$ cat config.mk
export PLATFORM = sky130hd
export DESIGN_NAME = acpm_ctrl
export DESIGN_NICKNAME = d
export VERILOG_FILES = /design/src/hdl/acpm_pkg.sv /design/src/hdl/acpm_ctrl.sv /design/src/hdl/acpm_edge.sv /design/src/hdl/acpm_wr.sv
export VERILOG_INCLUDE_DIRS = /design/src /design/src/hdl
export SDC_FILE = /design/constraint.sdc
export NUM_CORES = 1
export LEC_CHECK = 0
export ABC_AREA = 1
export BUFFER_PORTS_ARGS = -buffer_cell sky130_fd_sc_hd__buf_2
export CORE_MARGIN = 8
export CORE_UTILIZATION = 40
export DETAILED_ROUTE_END_ITERATION = 16
export GPL_TIMING_DRIVEN = 0
export PLACE_DENSITY = 0.74
export SLEW_MARGIN = 0
export SYNTH_ARGS = -nofsm -noshare
export SYNTH_HDL_FRONTEND = slang
export SYNTH_HIERARCHICAL = 1
export SYNTH_SLANG_ARGS = --single-unit
$ cat constraint.sdc
create_clock -name clk -period 3.6 [get_ports clk]
set_clock_uncertainty 0.2 [all_clocks]
set_input_delay 0.54 -clock clk [delete_from_list [all_inputs] [get_ports clk]]
set_output_delay 0.54 -clock clk [all_outputs]
set_load 0.005 [all_outputs]
$ cat src/hdl/acpm_regs.svh
`ifndef ACPM_REGS_SVH
`define ACPM_REGS_SVH
// control word layout
`define ACPM_CTRL_W 12
`define ACPM_PM1_POS 1
`define ACPM_PM0_POS 0
`define ACPM_CTRL_RST 12'h000
// pin positions
`define ACPM_HIGH_BYTE_ENABLE_POS 8
// power mode codes
`define ACPM_PM_NORMAL 2'h0
`define ACPM_PM_AUTOSHUT 2'h1
`define ACPM_PM_AUTOSTBY 2'h2
`define ACPM_PM_FULLSHUT 2'h3
// conversion length in conversion clock falling edges
`define ACPM_CONV_EDGES 4'he
`endif

$ cat src/hdl/acpm_pkg.sv
package acpm_pkg;
   typedef enum logic [1:0] {
      ACPM_NORMAL = 2'h0,
      ACPM_AUTOSHUT = 2'h1,
      ACPM_AUTOSTBY = 2'h2,
      ACPM_FULLSHUT = 2'h3
   } acpm_mode_t;
   typedef struct packed {
      logic cs_n;
      logic wr_n;
      logic word_byte_select;
      logic [11:0] data;
   } acpm_wbus_t;
   typedef struct packed {
      logic powered;
      logic ref_on;
      logic track;
   } acpm_pwr_t;
endpackage

$ cat src/hdl/acpm_ctrl.sv
`timescale 1ns/10ps
`include "acpm_regs.svh"
`default_nettype none
// Behaviour
// RULE1: word mode loads all twelve data lines, line 0 least significant.
// RULE2: byte mode uses two writes on lines 0-7; line 8 picks high or low byte.
// RULE3: high byte write maps data line 0 to word bit 8.
// RULE4: host sends the low byte first, then the upper four bits.
// RULE5: host keeps top four bits of the high byte at zero.
// RULE6: data is captured at the rising edge of the write strobe.
// RULE7: a write happens only while chip select and write strobe are both low.
// RULE8: two mode bits pick normal, autoshutdown, autostandby or full shutdown.
// RULE9: reset selects normal mode, always powered; code powers down if normal is written as an auto-mode conversion ends.
// RULE10: after reset sampler holds; first convert start rise sets track.
// RULE11: autoshutdown powers all down and holds at conversion end, word kept.
// RULE12: autoshutdown wakes and tracks on the next convert start rise.
// RULE13: host waits 10 ms after autoshutdown wake before converting.
// RULE14: host should idle convert start low in autoshutdown.
// RULE15: autostandby keeps reference, powers rest down, wakes on convert start rise.
// RULE16: host waits 600 ns external or 7 us internal after standby wake.
// RULE17: full shutdown takes effect on the completing write strobe rise.
// RULE18: leaving full shutdown to normal powers up and tracks on that write.
// RULE19: word select high gives word mode, low gives byte mode.
// RULE20: convert start fall begins conversion; busy high until end.
// RULE21: in byte mode the mode changes only when the high byte lands.
module acpm_ctrl (
   // clock and reset
   input wire logic clk,
   input wire logic sys_rst,
   // host write bus
   input wire logic cs_n,
   input wire logic wr_n,
   input wire logic word_byte_select,
   input wire logic [11:0] data_in,
   // conversion control
   input wire logic convert_start_n,
   input wire logic conversion_clock_in,
   // status
   output logic busy,
   output logic [11:0] ctrl_word,
   output acpm_pkg::acpm_mode_t power_mode,
   output acpm_pkg::acpm_pwr_t pwr
);
   typedef enum logic [1:0] {
      ACPM_ST_UP = 2'h0,
      ACPM_ST_CONV = 2'h1,
      ACPM_ST_DOWN = 2'h2
   } acpm_state_t;

   acpm_pkg::acpm_wbus_t bus;
   logic [11:0] ctrl;
   logic load;
   logic high_load;
   logic cs_rise;
   logic cs_fall;
   logic ck_fall;
   acpm_pkg::acpm_mode_t mode_q;
   acpm_pkg::acpm_mode_t mode_d;
   acpm_state_t state_q;
   acpm_state_t state_d;
   logic track_q;
   logic track_d;
   logic [3:0] cnt_q;
   logic [3:0] cnt_d;
   logic conv_done;
   logic auto_mode;
   logic leave_full;
   logic [1:0] next_mode;
   logic enter_full;

   // bundle the host pins
   assign bus.cs_n = cs_n;
   assign bus.wr_n = wr_n;
   assign bus.word_byte_select = word_byte_select; // [RULE19]
   assign bus.data = data_in;

   // write port with word and byte assembly
   acpm_wr u_wr ( // [RULE1] [RULE2] [RULE3] [RULE6] [RULE7]
      .clk(clk),
      .sys_rst(sys_rst),
      .bus(bus),
      .ctrl(ctrl),
      .load(load),
      .high_load(high_load)
   );

   // convert start edges
   acpm_edge u_cs (
      .clk(clk),
      .sys_rst(sys_rst),
      .level(convert_start_n),
      .rise(cs_rise),
      .fall(cs_fall)
   );

   // conversion clock falls, found as rises of the inverted clock so its idle-low level gives no false edge
   acpm_edge u_ck (
      .clk(clk),
      .sys_rst(sys_rst),
      .level(~conversion_clock_in),
      .rise(ck_fall),
      .fall()
   );

   // mode follows the word only after a write that carries the upper bits; byte mode uses the stored low byte
   assign next_mode = word_byte_select ? data_in[`ACPM_PM1_POS:`ACPM_PM0_POS] : ctrl[`ACPM_PM1_POS:`ACPM_PM0_POS];
   assign mode_d = high_load ? acpm_pkg::acpm_mode_t'(next_mode) : mode_q; // [RULE21] [RULE8]
   assign enter_full = high_load & (mode_d == acpm_pkg::ACPM_FULLSHUT); // [RULE17]

   assign auto_mode = (mode_q == acpm_pkg::ACPM_AUTOSHUT) | (mode_q == acpm_pkg::ACPM_AUTOSTBY);
   assign leave_full = high_load & (mode_q == acpm_pkg::ACPM_FULLSHUT) &
                       (mode_d != acpm_pkg::ACPM_FULLSHUT);
   assign conv_done = (state_q == ACPM_ST_CONV) & ck_fall & (cnt_q == `ACPM_CONV_EDGES - 4'h1);

   // power state machine
   always_comb begin
      state_d = state_q;
      track_d = track_q;
      cnt_d = cnt_q;
      unique case (state_q)
         ACPM_ST_UP: begin
            if (enter_full) begin
               state_d = ACPM_ST_DOWN; // [RULE17]
               track_d = 1'b0;
            end else if (cs_fall && track_q) begin
               state_d = ACPM_ST_CONV; // [RULE20]
               track_d = 1'b0;
               cnt_d = 4'h0;
            end else if (cs_rise) begin
               track_d = 1'b1; // [RULE10]
            end
         end
         ACPM_ST_CONV: begin
            if (cs_rise && !conv_done) begin
               state_d = ACPM_ST_UP; // early rise aborts back to track, completion wins a tie [RULE20]
               track_d = 1'b1;
            end else if (ck_fall) begin
               cnt_d = cnt_q + 4'h1;
               if (conv_done) begin
                  state_d = auto_mode ? ACPM_ST_DOWN : ACPM_ST_UP; // [RULE11] [RULE15]
                  track_d = ~auto_mode & ~convert_start_n;
               end
            end
            if (enter_full) begin
               state_d = ACPM_ST_DOWN; // [RULE17]
               track_d = 1'b0;
            end
         end
         ACPM_ST_DOWN: begin
            if (leave_full) begin
               state_d = ACPM_ST_UP; // [RULE18]
               track_d = 1'b1;
            end else if (mode_q != acpm_pkg::ACPM_FULLSHUT && cs_rise) begin
               state_d = ACPM_ST_UP; // [RULE12] [RULE15]
               track_d = 1'b1;
            end else if (high_load && mode_d == acpm_pkg::ACPM_NORMAL) begin
               state_d = ACPM_ST_UP;
               track_d = 1'b1;
            end
            if (enter_full) begin
               state_d = ACPM_ST_DOWN; // a full shutdown write beats a wake in the same cycle [RULE17]
               track_d = 1'b0;
            end
         end
         default: begin
            state_d = ACPM_ST_UP;
            track_d = 1'b0;
         end
      endcase
   end

   // state registers
   always_ff @(posedge clk) begin
      if (sys_rst) begin
         mode_q <= acpm_pkg::ACPM_NORMAL; // [RULE9]
         state_q <= ACPM_ST_UP;
         track_q <= 1'b0; // [RULE10]
         cnt_q <= 4'h0;
      end else begin
         mode_q <= mode_d;
         state_q <= state_d;
         track_q <= track_d;
         cnt_q <= cnt_d;
      end
   end

   // status outputs
   assign busy = (state_q == ACPM_ST_CONV); // [RULE20]
   assign ctrl_word = ctrl; // word retained in every mode [RULE11]
   assign power_mode = mode_q;
   assign pwr.powered = (state_q != ACPM_ST_DOWN);
   assign pwr.ref_on = (state_q != ACPM_ST_DOWN) | (mode_q == acpm_pkg::ACPM_AUTOSTBY); // [RULE15]
   assign pwr.track = track_q;

   // assertions on the write path
   a_word_load: assert property (@(posedge clk) disable iff (sys_rst) // [RULE1]
      load && word_byte_select |=> ctrl == $past(data_in))
      else $error("word not loaded");
   a_low_byte: assert property (@(posedge clk) disable iff (sys_rst) // [RULE2]
      load && !word_byte_select && !data_in[`ACPM_HIGH_BYTE_ENABLE_POS] |=> ctrl == {$past(ctrl[11:8]), $past(data_in[7:0])})
      else $error("low byte misplaced");
   a_high_byte: assert property (@(posedge clk) disable iff (sys_rst) // [RULE3]
      load && !word_byte_select && data_in[`ACPM_HIGH_BYTE_ENABLE_POS] |=> ctrl[11:8] == $past(data_in[3:0]))
      else $error("high byte misplaced");
   a_high_keep: assert property (@(posedge clk) disable iff (sys_rst) // [RULE2]
      load && !word_byte_select && data_in[`ACPM_HIGH_BYTE_ENABLE_POS] |=> ctrl[7:0] == $past(ctrl[7:0]))
      else $error("high byte write disturbed low byte");
   a_capture_only: assert property (@(posedge clk) disable iff (sys_rst) // [RULE6]
      !load |=> $stable(ctrl))
      else $error("word changed without strobe rise");
   a_gate: assert property (@(posedge clk) disable iff (sys_rst) // [RULE7]
      load |-> $past(!cs_n && !wr_n))
      else $error("write without select");

   // assertions on the mode bits
   a_reset_normal: assert property (@(posedge clk) // [RULE9]
      $fell(sys_rst) |-> mode_q == acpm_pkg::ACPM_NORMAL)
      else $error("mode not normal after reset");
   a_normal_up: assert property (@(posedge clk) disable iff (sys_rst) // [RULE9]
      mode_q == acpm_pkg::ACPM_NORMAL |-> pwr.powered)
      else $error("normal mode not powered");
   a_mode_code: assert property (@(posedge clk) disable iff (sys_rst) // [RULE8]
      load && word_byte_select |=> mode_q == $past(data_in[`ACPM_PM1_POS:`ACPM_PM0_POS]))
      else $error("mode bits not applied");
   a_low_byte_mode: assert property (@(posedge clk) disable iff (sys_rst) // [RULE21]
      load && !high_load |=> $stable(mode_q))
      else $error("mode moved on low byte");
   a_mode_hold: assert property (@(posedge clk) disable iff (sys_rst) // [RULE21]
      !high_load |=> $stable(mode_q))
      else $error("mode moved without upper write");

   // assertions on conversion and track
   a_first_track: assert property (@(posedge clk) disable iff (sys_rst) // [RULE10]
      state_q == ACPM_ST_UP && !track_q && cs_rise && !enter_full |=> pwr.track)
      else $error("rise did not start track");
   a_hold_fall: assert property (@(posedge clk) disable iff (sys_rst) // [RULE10]
      state_q == ACPM_ST_UP && !track_q && cs_fall |=> !busy)
      else $error("conversion started from hold");
   a_busy_start: assert property (@(posedge clk) disable iff (sys_rst) // [RULE20]
      state_q == ACPM_ST_UP && track_q && cs_fall && !high_load |=> busy)
      else $error("busy not raised on start");
   a_track_start: assert property (@(posedge clk) disable iff (sys_rst) // [RULE20]
      state_q == ACPM_ST_UP && track_q && cs_fall && !high_load |=> !pwr.track)
      else $error("no hold at conversion start");
   a_busy_stay: assert property (@(posedge clk) disable iff (sys_rst) // [RULE20]
      busy && !conv_done && !cs_rise && !enter_full |=> busy)
      else $error("busy dropped early");
   a_busy_end: assert property (@(posedge clk) disable iff (sys_rst) // [RULE20]
      busy && conv_done |=> !busy)
      else $error("busy stuck after last edge");
   a_abort: assert property (@(posedge clk) disable iff (sys_rst) // [RULE20]
      busy && cs_rise && !conv_done && !enter_full |=> !busy && pwr.track)
      else $error("early rise did not abort");
   a_conv_count: assert property (@(posedge clk) disable iff (sys_rst) // [RULE20]
      busy && ck_fall && !conv_done && !cs_rise && !enter_full |=> cnt_q == $past(cnt_q) + 4'h1)
      else $error("conversion edge not counted");
   a_cnt_range: assert property (@(posedge clk) disable iff (sys_rst) // [RULE20]
      busy |-> cnt_q < `ACPM_CONV_EDGES)
      else $error("conversion counter out of range");

   // assertions on the power states
   a_full_down: assert property (@(posedge clk) disable iff (sys_rst) // [RULE17]
      enter_full |=> !pwr.powered && !pwr.track)
      else $error("full shutdown not taken at write");
   a_full_stay: assert property (@(posedge clk) disable iff (sys_rst) // [RULE17]
      mode_q == acpm_pkg::ACPM_FULLSHUT && !high_load |=> !pwr.powered && !pwr.track)
      else $error("left full shutdown without write");
   a_auto_down: assert property (@(posedge clk) disable iff (sys_rst) // [RULE11]
      conv_done && auto_mode && !high_load |=> !pwr.powered && !busy)
      else $error("auto mode did not power down");
   a_down_hold: assert property (@(posedge clk) disable iff (sys_rst) // [RULE11]
      !pwr.powered |-> !pwr.track && !busy)
      else $error("tracking while powered down");
   a_shut_ref: assert property (@(posedge clk) disable iff (sys_rst) // [RULE11]
      !pwr.powered && mode_q != acpm_pkg::ACPM_AUTOSTBY |-> !pwr.ref_on)
      else $error("reference on in shutdown");
   a_auto_stay: assert property (@(posedge clk) disable iff (sys_rst) // [RULE12]
      state_q == ACPM_ST_DOWN && auto_mode && !cs_rise && !high_load |=> !pwr.powered)
      else $error("woke without convert start rise");
   a_wake_rise: assert property (@(posedge clk) disable iff (sys_rst) // [RULE12]
      state_q == ACPM_ST_DOWN && auto_mode && cs_rise && !enter_full |=> pwr.powered && pwr.track)
      else $error("no wake on convert start rise");
   a_stby_ref: assert property (@(posedge clk) disable iff (sys_rst) // [RULE15]
      mode_q == acpm_pkg::ACPM_AUTOSTBY |-> pwr.ref_on)
      else $error("reference off in standby");
   a_ref_up: assert property (@(posedge clk) disable iff (sys_rst) // [RULE9]
      pwr.powered |-> pwr.ref_on)
      else $error("reference off while powered");
   a_leave_full: assert property (@(posedge clk) disable iff (sys_rst) // [RULE18]
      leave_full |=> pwr.powered && pwr.track)
      else $error("no power up on leaving shutdown");
   a_leave_mode: assert property (@(posedge clk) disable iff (sys_rst) // [RULE18]
      leave_full |=> power_mode != acpm_pkg::ACPM_FULLSHUT)
      else $error("mode still full after leaving");

   // main scenarios reached
   c_conv: cover property (@(posedge clk) disable iff (sys_rst) conv_done);
   c_auto_wake: cover property (@(posedge clk) disable iff (sys_rst)
      state_q == ACPM_ST_DOWN && cs_rise);
   c_full: cover property (@(posedge clk) disable iff (sys_rst) leave_full);
   c_abort: cover property (@(posedge clk) disable iff (sys_rst) busy && cs_rise && !conv_done);
   c_byte_high: cover property (@(posedge clk) disable iff (sys_rst) high_load && !word_byte_select);
endmodule
`default_nettype wire

$ cat src/hdl/acpm_edge.sv
`timescale 1ns/10ps
`default_nettype none
// registered edge finder on a synchronous level
module acpm_edge (
   // clock and reset
   input wire logic clk,
   input wire logic sys_rst,
   // level in
   input wire logic level,
   // edges out
   output logic rise,
   output logic fall
);
   logic level_q;
   // previous level, reset high so idle-high lines give no false edge
   always_ff @(posedge clk) begin
      if (sys_rst) begin
         level_q <= 1'b1;
      end else begin
         level_q <= level;
      end
   end
   assign rise = level & ~level_q;
   assign fall = ~level & level_q;
endmodule
`default_nettype wire

$ cat src/hdl/acpm_wr.sv
`timescale 1ns/10ps
`include "acpm_regs.svh"
`default_nettype none
// write port: gates select with strobe and assembles the control word
module acpm_wr (
   // clock and reset
   input wire logic clk,
   input wire logic sys_rst,
   // host bus
   input wire acpm_pkg::acpm_wbus_t bus,
   // loaded word
   output logic [11:0] ctrl,
   output logic load,
   output logic high_load
);
   logic gate_n;
   logic wr_rise;
   logic high_byte_enable;
   logic [11:0] ctrl_q;
   logic [11:0] ctrl_d;
   // write active only while both select and strobe low
   assign gate_n = bus.cs_n | bus.wr_n; // [RULE7]
   acpm_edge u_edge (
      .clk(clk),
      .sys_rst(sys_rst),
      .level(gate_n),
      .rise(wr_rise),
      .fall()
   );
   assign high_byte_enable = bus.data[`ACPM_HIGH_BYTE_ENABLE_POS];
   // word mode takes all, byte mode one half
   assign ctrl_d = bus.word_byte_select ? bus.data : // [RULE1]
                   high_byte_enable ? {bus.data[3:0], ctrl_q[7:0]} : // [RULE3]
                   {ctrl_q[11:8], bus.data[7:0]}; // [RULE2]
   assign load = wr_rise;
   assign high_load = wr_rise & (bus.word_byte_select | high_byte_enable);
   // capture on the strobe rising edge
   always_ff @(posedge clk) begin
      if (sys_rst) begin
         ctrl_q <= `ACPM_CTRL_RST;
      end else if (wr_rise) begin
         ctrl_q <= ctrl_d; // [RULE6]
      end
   end
   assign ctrl = ctrl_q;
endmodule
`default_nettype wire

Yosys cells after proc, flatten, opt, wreduce, memory -nomap -nowiden. Cells that the tools add are included.

Equal/unequal tests: 20. Muxes and demuxes: 33. Add/sub/neg operators: 1. Bitwise gates (word level): 21. Reductions and logical operators: 14.

Operator list (count): 2-bit two-way mux (13); 12-bit two-way mux (2); 4-bit two-way mux (4); 2-bit inequality test, second input constant (7); 1-bit AND (11); 1-bit two-way mux (11); 2-bit == test, second input constant (4); 4-bit by 1-bit inequality test with 1-bit output, second input constant (2); 4-bit case mux with 2 select lines (1); 4-bit AND reduction (2); 1-bit NOT (6); 2-bit case mux with 3 select lines (1); 5-bit inequality test, second input constant (1); 5-bit AND reduction (1); 4-bit by 1-bit adder with 4-bit output, second input constant (1); 2-bit by 1-bit == test with 1-bit output, second input constant (2); 4-bit == test, second input constant (1); 1-bit logical AND (4); 2-bit zero test (2); 4-bit inequality test, second input constant (1); 1-bit bitwise OR (4); 2-bit AND reduction (2); 2-bit nonzero test (2); 3-bit inequality test, second input constant (1); 3 further kinds (3).

Flip-flop bits (word level): 24. Output and inout port bits: 18. Bits of input ports: 19. Word-level logic and storage cells: 98.

Depth between registers and ports, before layout. Gate-level depths: netlist of run 1.

Depth in word-level cells: 11. Mapped depth: 16. Gate-level depth less buffers: 15.

Hierarchy. The synthesis of run 1 kept the hierarchy.

Modules (own cells, without submodules): acpm_ctrl (sequential area each 180.2 sq um, times used 1, area each 730.7 sq um, cells each 112); acpm_wr (sequential area each 240.2 sq um, times used 1, area each 575.6 sq um, cells each 86); acpm_edge (sequential area each 20.0 sq um, times used 3, area each 42.5 sq um, cells each 7).

Worst setup path before layout of run 1. OpenSTA, ideal clock, no wires.

Path type: in2reg. From: input wr_n. To: register track_q. Arrival time: 1927 ps. Stages: 15. Setup slack: 1358 ps. Library setup time: 115 ps. Data required time: 3285 ps. Buffers on the path: 1. Cell sequence: or2_2 > inv_1 > nor2_1 > o21ai_2 > inv_1 > buf_6 > or2_0 > nand2_1 > nand2_1 > nand3_1 > nand2_1 > nand2_1 > nand3_1 > nand2_1 > nor2_1.

Longest elaborated chain between the ends: 9. Elaborated cells on any way between the ends: 21. Those cells by class: 6 x eq/ne; 6 x mux; 6 x bitwise; 3 x reduce/logical.

RTL lines: start, declared (RTL line acpm_ctrl.sv:32) `input wire logic wr_n,`; 1-bit bitwise OR (*) (RTL line acpm_wr.sv:22) `assign gate_n = bus.cs_n | bus.wr_n;`; 1-bit AND (*) (RTL line acpm_edge.sv:23) `assign rise = level & ~level_q;`; named net load (RTL line acpm_ctrl.sv:52) `logic load;`; 1-bit AND (*) (RTL line acpm_wr.sv:36) `assign high_load = wr_rise & (bus.word_byte_select | high_byte_enable);`; named net high_load (RTL line acpm_ctrl.sv:53) `logic high_load;`; 2-bit two-way mux (RTL line acpm_ctrl.sv:107) `assign mode_d = high_load ? acpm_pkg::acpm_mode_t'(next_mode) : mode_q;`; 2-bit inequality test (RTL line acpm_ctrl.sv:112) `(mode_d != acpm_pkg::ACPM_FULLSHUT);`; 1-bit AND (RTL line acpm_ctrl.sv:111) `assign leave_full = high_load & (mode_q == acpm_pkg::ACPM_FULLSHUT) &`; 1-bit two-way mux (RTL line acpm_ctrl.sv:150) `if (leave_full) begin`; 1-bit two-way mux (RTL line acpm_ctrl.sv:160) `if (enter_full) begin`; 1-bit case mux with 3 select lines (RTL line acpm_ctrl.sv:120) `unique case (state_q)`; end signal, assigned (RTL line acpm_ctrl.sv:182) `track_q <= track_d;`; end, declared (RTL line acpm_ctrl.sv:61) `logic track_q;`.

The timed path passes the listed nets; every way through them passes the cells marked *. A chain may end at the register's enable or synchronous reset.

==> metrics, run 1 <==
status=complete, no violations; crit-path max FO=4; Port Buf Inserts=35; CTS Buf Count=3; last element of the critical path=pwr[1]; CTS sink count=24; MaxCap Viol Count=0; DIE HEIGHT=around 76 um; drt pass-1 iters=4; multi-input logic area=about 800 um2; diode count=0; most common cell after layout, fill and taps aside=nand2_1; postcts setup bufs=0; crit path time final=around 2.2 ns; GR Overflow Total=0; PwrDens=between 300 and 400 nW/um2; antenna violations before repair=0; Worst-Skew Late Latency=0.31 ns; LEAKAGE=slightly below 0.9 nW; Worst Path Required=around 2.9 ns; Layout Nets=between 200 and 300; CP startpoint kind=flip-flop; total of warnings raised by yosys=6; DPL Wire Length=approximately 2500 um; Worst Reg-to-Reg Cells=11; CTS tree=done; post_cts resized=0; Place WS=~1.1 ns; routed length per placed instance=between 10 and 15 um; most frequent cells in the layout=56 x nand2_1, 36 x nor2_1, 36 x buf_2; r2r setup slk=1.71 ns; fmax=0.455 GHz; Post-Synthesis Cells=between 200 and 250; # H-tree levels=1; vias in the first global route=between 1,000 and 1,500; mapped cell area=~1400 um2; crit path kind=reg2out; fin. max-slew vios=0; VDD IR max=0.172 mV; largest net degree at the start of global routing=13; CP startpoint=state_q[1]; Die Wd=75.6 um; Max Root-Sink Buffers=2; Antenna Violating Nets Remaining=0; filler instances=383; Setup TNS=0 ns; Hold WC Path Type=in2reg; Vias=about 1,300; first-pass GRT wire length=5380 um; reg2reg start=u_wr/u_edge/level_q; final worst slack=1.40 ns; area of the core=around 3400 um2; setup-violating endpoint count in the final report=0; initial core utilization=approximately 42%; Tcrit/Tclk final=approximately 60%; Fin. Hold Viols=0; final wirelength=3050 um; worst reg2reg path endpoint=cnt_q[1]; slew of the pin with the lowest slew margin=0.444 ns; initial DRC count=just over 90; Reg area=between 400 and 500 um2; CP Capture Type=primary output; die footprint=5710 um2; hold slack=0.240 ns; WP data arrival=roughly 1.5 ns; Reg clk slew, reported paths=0.12 ns; IO Pins=37; synthesis-to-layout area growth=18.0%; routability congestion estimate=a little over 0.8; ratio of cells with drive above 1 in the final layout=24.1%; Rel. slew slack=slightly above 70%; cts hold-fix bufs=0; syn_nets=~240; gr usage total=12.2%; drt drc=0; syn_area_per_cell=about 6.6 um2; row count=21; root buf cell=clkbuf_4; unrepaired setup endpoints after global routing=no; post-DR vias/cell=roughly 4.5
==> worst min-delay path by stage <==
| stage | start | endpoint | slack [ns] | depth (start not counted) |
|---|---|---|---|---|
| floorplan | u_wr/ctrl[8] | u_wr/ctrl[8] | 0.25 | 2 |
| global placement | u_wr/ctrl[8] | u_wr/ctrl[8] | 0.25 | 2 |
| detailed placement | u_wr/ctrl[8] | u_wr/ctrl[8] | 0.26 | 2 |
| CTS | convert_start_n | u_cs/level_q | 0.23 | 3 |
| global route | convert_start_n | u_cs/level_q | 0.24 | 3 |
| finish | convert_start_n | u_cs/level_q | 0.24 | 3 |
==> critical path, cell delays in order (launching register included) <==
cell and delay [ns]:
dfxtp_1 0.51, inv_2 0.09, nor2_1 0.09, inv_1 0.08, or2_2 0.27, buf_2 0.13
==> state kept, by name, summed over array words and instances, names as in the netlist <==
| register | cells |
|---|---|
| power_mode | 2 |
| u_wr/u_edge/level_q | 1 |
| cnt_q | 4 |
| state_q | 2 |
| u_cs/level_q | 1 |
| track_q | 1 |
| u_ck/level_q | 1 |
| u_wr/ctrl | 12 |
==> stage by stage <==
stage / instances / power [mW] / cell area (um2) / utilization (%)
after detailed placement: 296 / 0.559 / 1650 / 49.1
after floorplan: 215 / 0.499 / 1420 / -
after CTS: 299 / 0.680 / 1670 / 49.8
after global routing: 299 / 0.727 / 1670 / 49.8
after global placement: 296 / 0.555 / 1650 / 49.1
final: 299 / 0.668 / 1670 / 49.8
==> final cells by class <==
type | instances | share of cell area (%)
well taps | 46 | 3.44
clock buffers | 3 | 1.35
plain buffers | 6 | 2.09
flip-flops and latches | 24 | 28.7
inverters | 32 | 7.32
multi-input cells | 153 | 46.6
repair buffers | 35 | 10.5
==> power by group <==
group	leakage [nW]	total, mW	switching (mW)	internal [mW]
combinational	0.662	0.241	0.145	0.0962
clock	0.0138	0.117	0.0782	0.0391
sequential	0.196	0.309	0.0190	0.290
total	0.871	0.668	0.242	0.426
==> routing by layer <==
layer / wire, um / GRT usage, % / vias to the layer above
li1: - / - / 747
met5: 0 / 0 / -
met3: 154 / 2.89 / 4
met2: 1350 / 19.9 / 23
met1: 1490 / 14.6 / 573
met4: 49 / 5.76 / 0
Note: power is estimated with default switching activity, not from simulation.
==> run 2, diff against run 1 <==
Settings changed: ABC_AREA 1 to 0, PLACE_DENSITY 0.74 to 0.77.
Clock period 3.6 ns to 1.79 ns, I/O delays scaled along.
==> run 2 against run 1 <==
  * Core utilization is 1.4 points higher
  * Setup slack got worse by 1.3 ns
  * Global-route usage rose by 0.45 points
  * Highest routed layer unchanged
==> metrics, run 2 <==
PwrDens=between 500 and 600 nW/um2; Worst Path Required=1.32 ns; initial DRC count=95; mapped cell area=1320 um2; CTS sink count=24; Hold WC Path Type=in2reg; Rel. slew slack=67.5%; Layout Nets=230; final wirelength=3260 um; MaxCap Viol Count=0; CTS tree=done; die footprint=approximately 5400 um2; ratio of cells with drive above 1 in the final layout=a little under 30%; vias in the first global route=between 1,000 and 1,500; Comb power frac=between 10% and 20%; gr usage total=between 10% and 20%; Reg clk slew, reported paths=roughly 0.13 ns; Placed Cells=240; area of the core=~3300 um2; final worst slack=0.0707 ns; largest net degree at the start of global routing=13; Post-Synthesis Cells=158; Vias=~1,300; Tcrit/Tclk final=a little over nine tenths; Die Wd=73.4 um; root buf cell=clkbuf_4; fin. max-slew vios=0; Placed Area=between 1500 and 2000 um2; crit-path max FO=4; Sw Share=about a quarter; slew of the pin with the lowest slew margin=between 0.4 and 0.5 ns; synthesis-to-layout area growth=26.6%; routed length per placed instance=approximately 13 um; Place WS=-0.255 ns; syn_area_per_cell=8.33 um2; drt pass-1 iters=4; final cell count without fillers=between 200 and 300; initial core utilization=40.4%; diode count=0; IO Pins=37; max reg flops=12; status=complete, no violations; WP data arrival=roughly 1.3 ns; routability congestion estimate=0.829; Max Root-Sink Buffers=2; crit path kind=reg2out; GR Overflow Total=0; DPL Wire Length=about 2400 um; post-DR vias/cell=5.15; CP startpoint kind=flip-flop; CTS Buf Count=3; Fin. Hold Viols=0; most frequent cells in the layout=36 x buf_2, 21 x dfxtp_1, 15 x a21oi_1; row count=21; antenna violations before repair=0; Antenna Violating Nets Remaining=0; crit path time final=between 1.5 and 2 ns; CP Capture Type=primary output; # H-tree levels=1; total internal power=between 0.7 and 0.8 mW; Psw=roughly 0.26 mW; VDD IR max=0.419 mV; first-pass GRT wire length=5590 um; Port Buf Inserts=36; LEAKAGE=slightly below 0.7 nW; DIE HEIGHT=73.4 um; setup-violating endpoint count in the final report=0; drt drc=0; syn_nets=181; Worst-Skew Late Latency=between 0.3 and 0.4 ns; sequential share of power=58.3%; most common cell after layout, fill and taps aside=buf_2; clock share of power=around a quarter; cell area after layout=1670 um2; unrepaired setup endpoints after global routing=no; total of warnings raised by yosys=6; fmax=0.582 GHz; Util after Layout=between 50 and 60%
==> run 2: per-stage QoR <==
stage | hold WS (ns) | power, mW | TNS [ns]
2_1_floorplan | 0.147 | 0.675 | 0
3_3_place_gp | 0.260 | 0.738 | -1.32
3_5_place_dp | 0.263 | 0.740 | -1.38
4_1_cts | 0.00309 | 0.982 | 0
5_1_grt | 0.00153 | 1.03 | 0
6_report | 0.0165 | 0.975 | 0
==> run 2: worst max-delay path: stages, from the launching register on <==
cell,delay (ns)
dfxtp_2,0.38
inv_2,0.03
ha_1,0.18
or2_4,0.23
buf_2,0.12
==> run 2: path summary, 6_finish.rpt <==
| path | endpoint | slack [ns] | depth (start not counted) | start |
|---|---|---|---|---|
| max | pwr[1] | 0.07 | 4 | power_mode[0] |
| min | u_wr/ctrl[10] | 0.02 | 2 | sys_rst |
| max reg2reg | track_q | 0.12 | 5 | u_ck/level_q |
| min reg2reg | u_wr/ctrl[8] | 0.28 | 2 | u_wr/ctrl[8] |
==> run 2: cell type report <==
type / count / area (um2)
timing repair buffer: 44 / 255
fill: 335 / 1590
multi-input combinational: 119 / 764
inverter: 7 / 26.3
buffer: 8 / 56.3
sequential: 24 / 484
clock buffer: 3 / 22.5
tap: 46 / 57.6
==> run 2: power by group through the flow <==
stage	Combinational [mW]	Sequential, mW	Clock [mW]
after floorplan	0.0977	0.577	0
after global placement	0.160	0.578	0
after detailed placement	0.161	0.579	0
after CTS	0.174	0.567	0.241
after global routing	0.196	0.571	0.265
final	0.175	0.568	0.232
==> run 2: metal layers <==
| metal | track usage [%] | vias up | wire, um |
|---|---|---|---|
| li1 | - | 655 | - |
| met2 | 21.1 | 28 | 1520 |
| met5 | 0 | - | 0 |
| met4 | 4.43 | 0 | 25 |
| met1 | 14.0 | 605 | 1470 |
| met3 | 5.32 | 4 | 236 |
==> run 2: repair_timing <==
| item | in CTS | in global routing |
|---|---|---|
| buffers inserted | 2 | 0 |
| gates cloned | 0 | 0 |
| resized for setup | 2 | 6 |
| hold buffers | 6 | 0 |
| setup endpoints to repair | 5 | 6 |
| endpoints found under the hold margin | 6 | 0 |
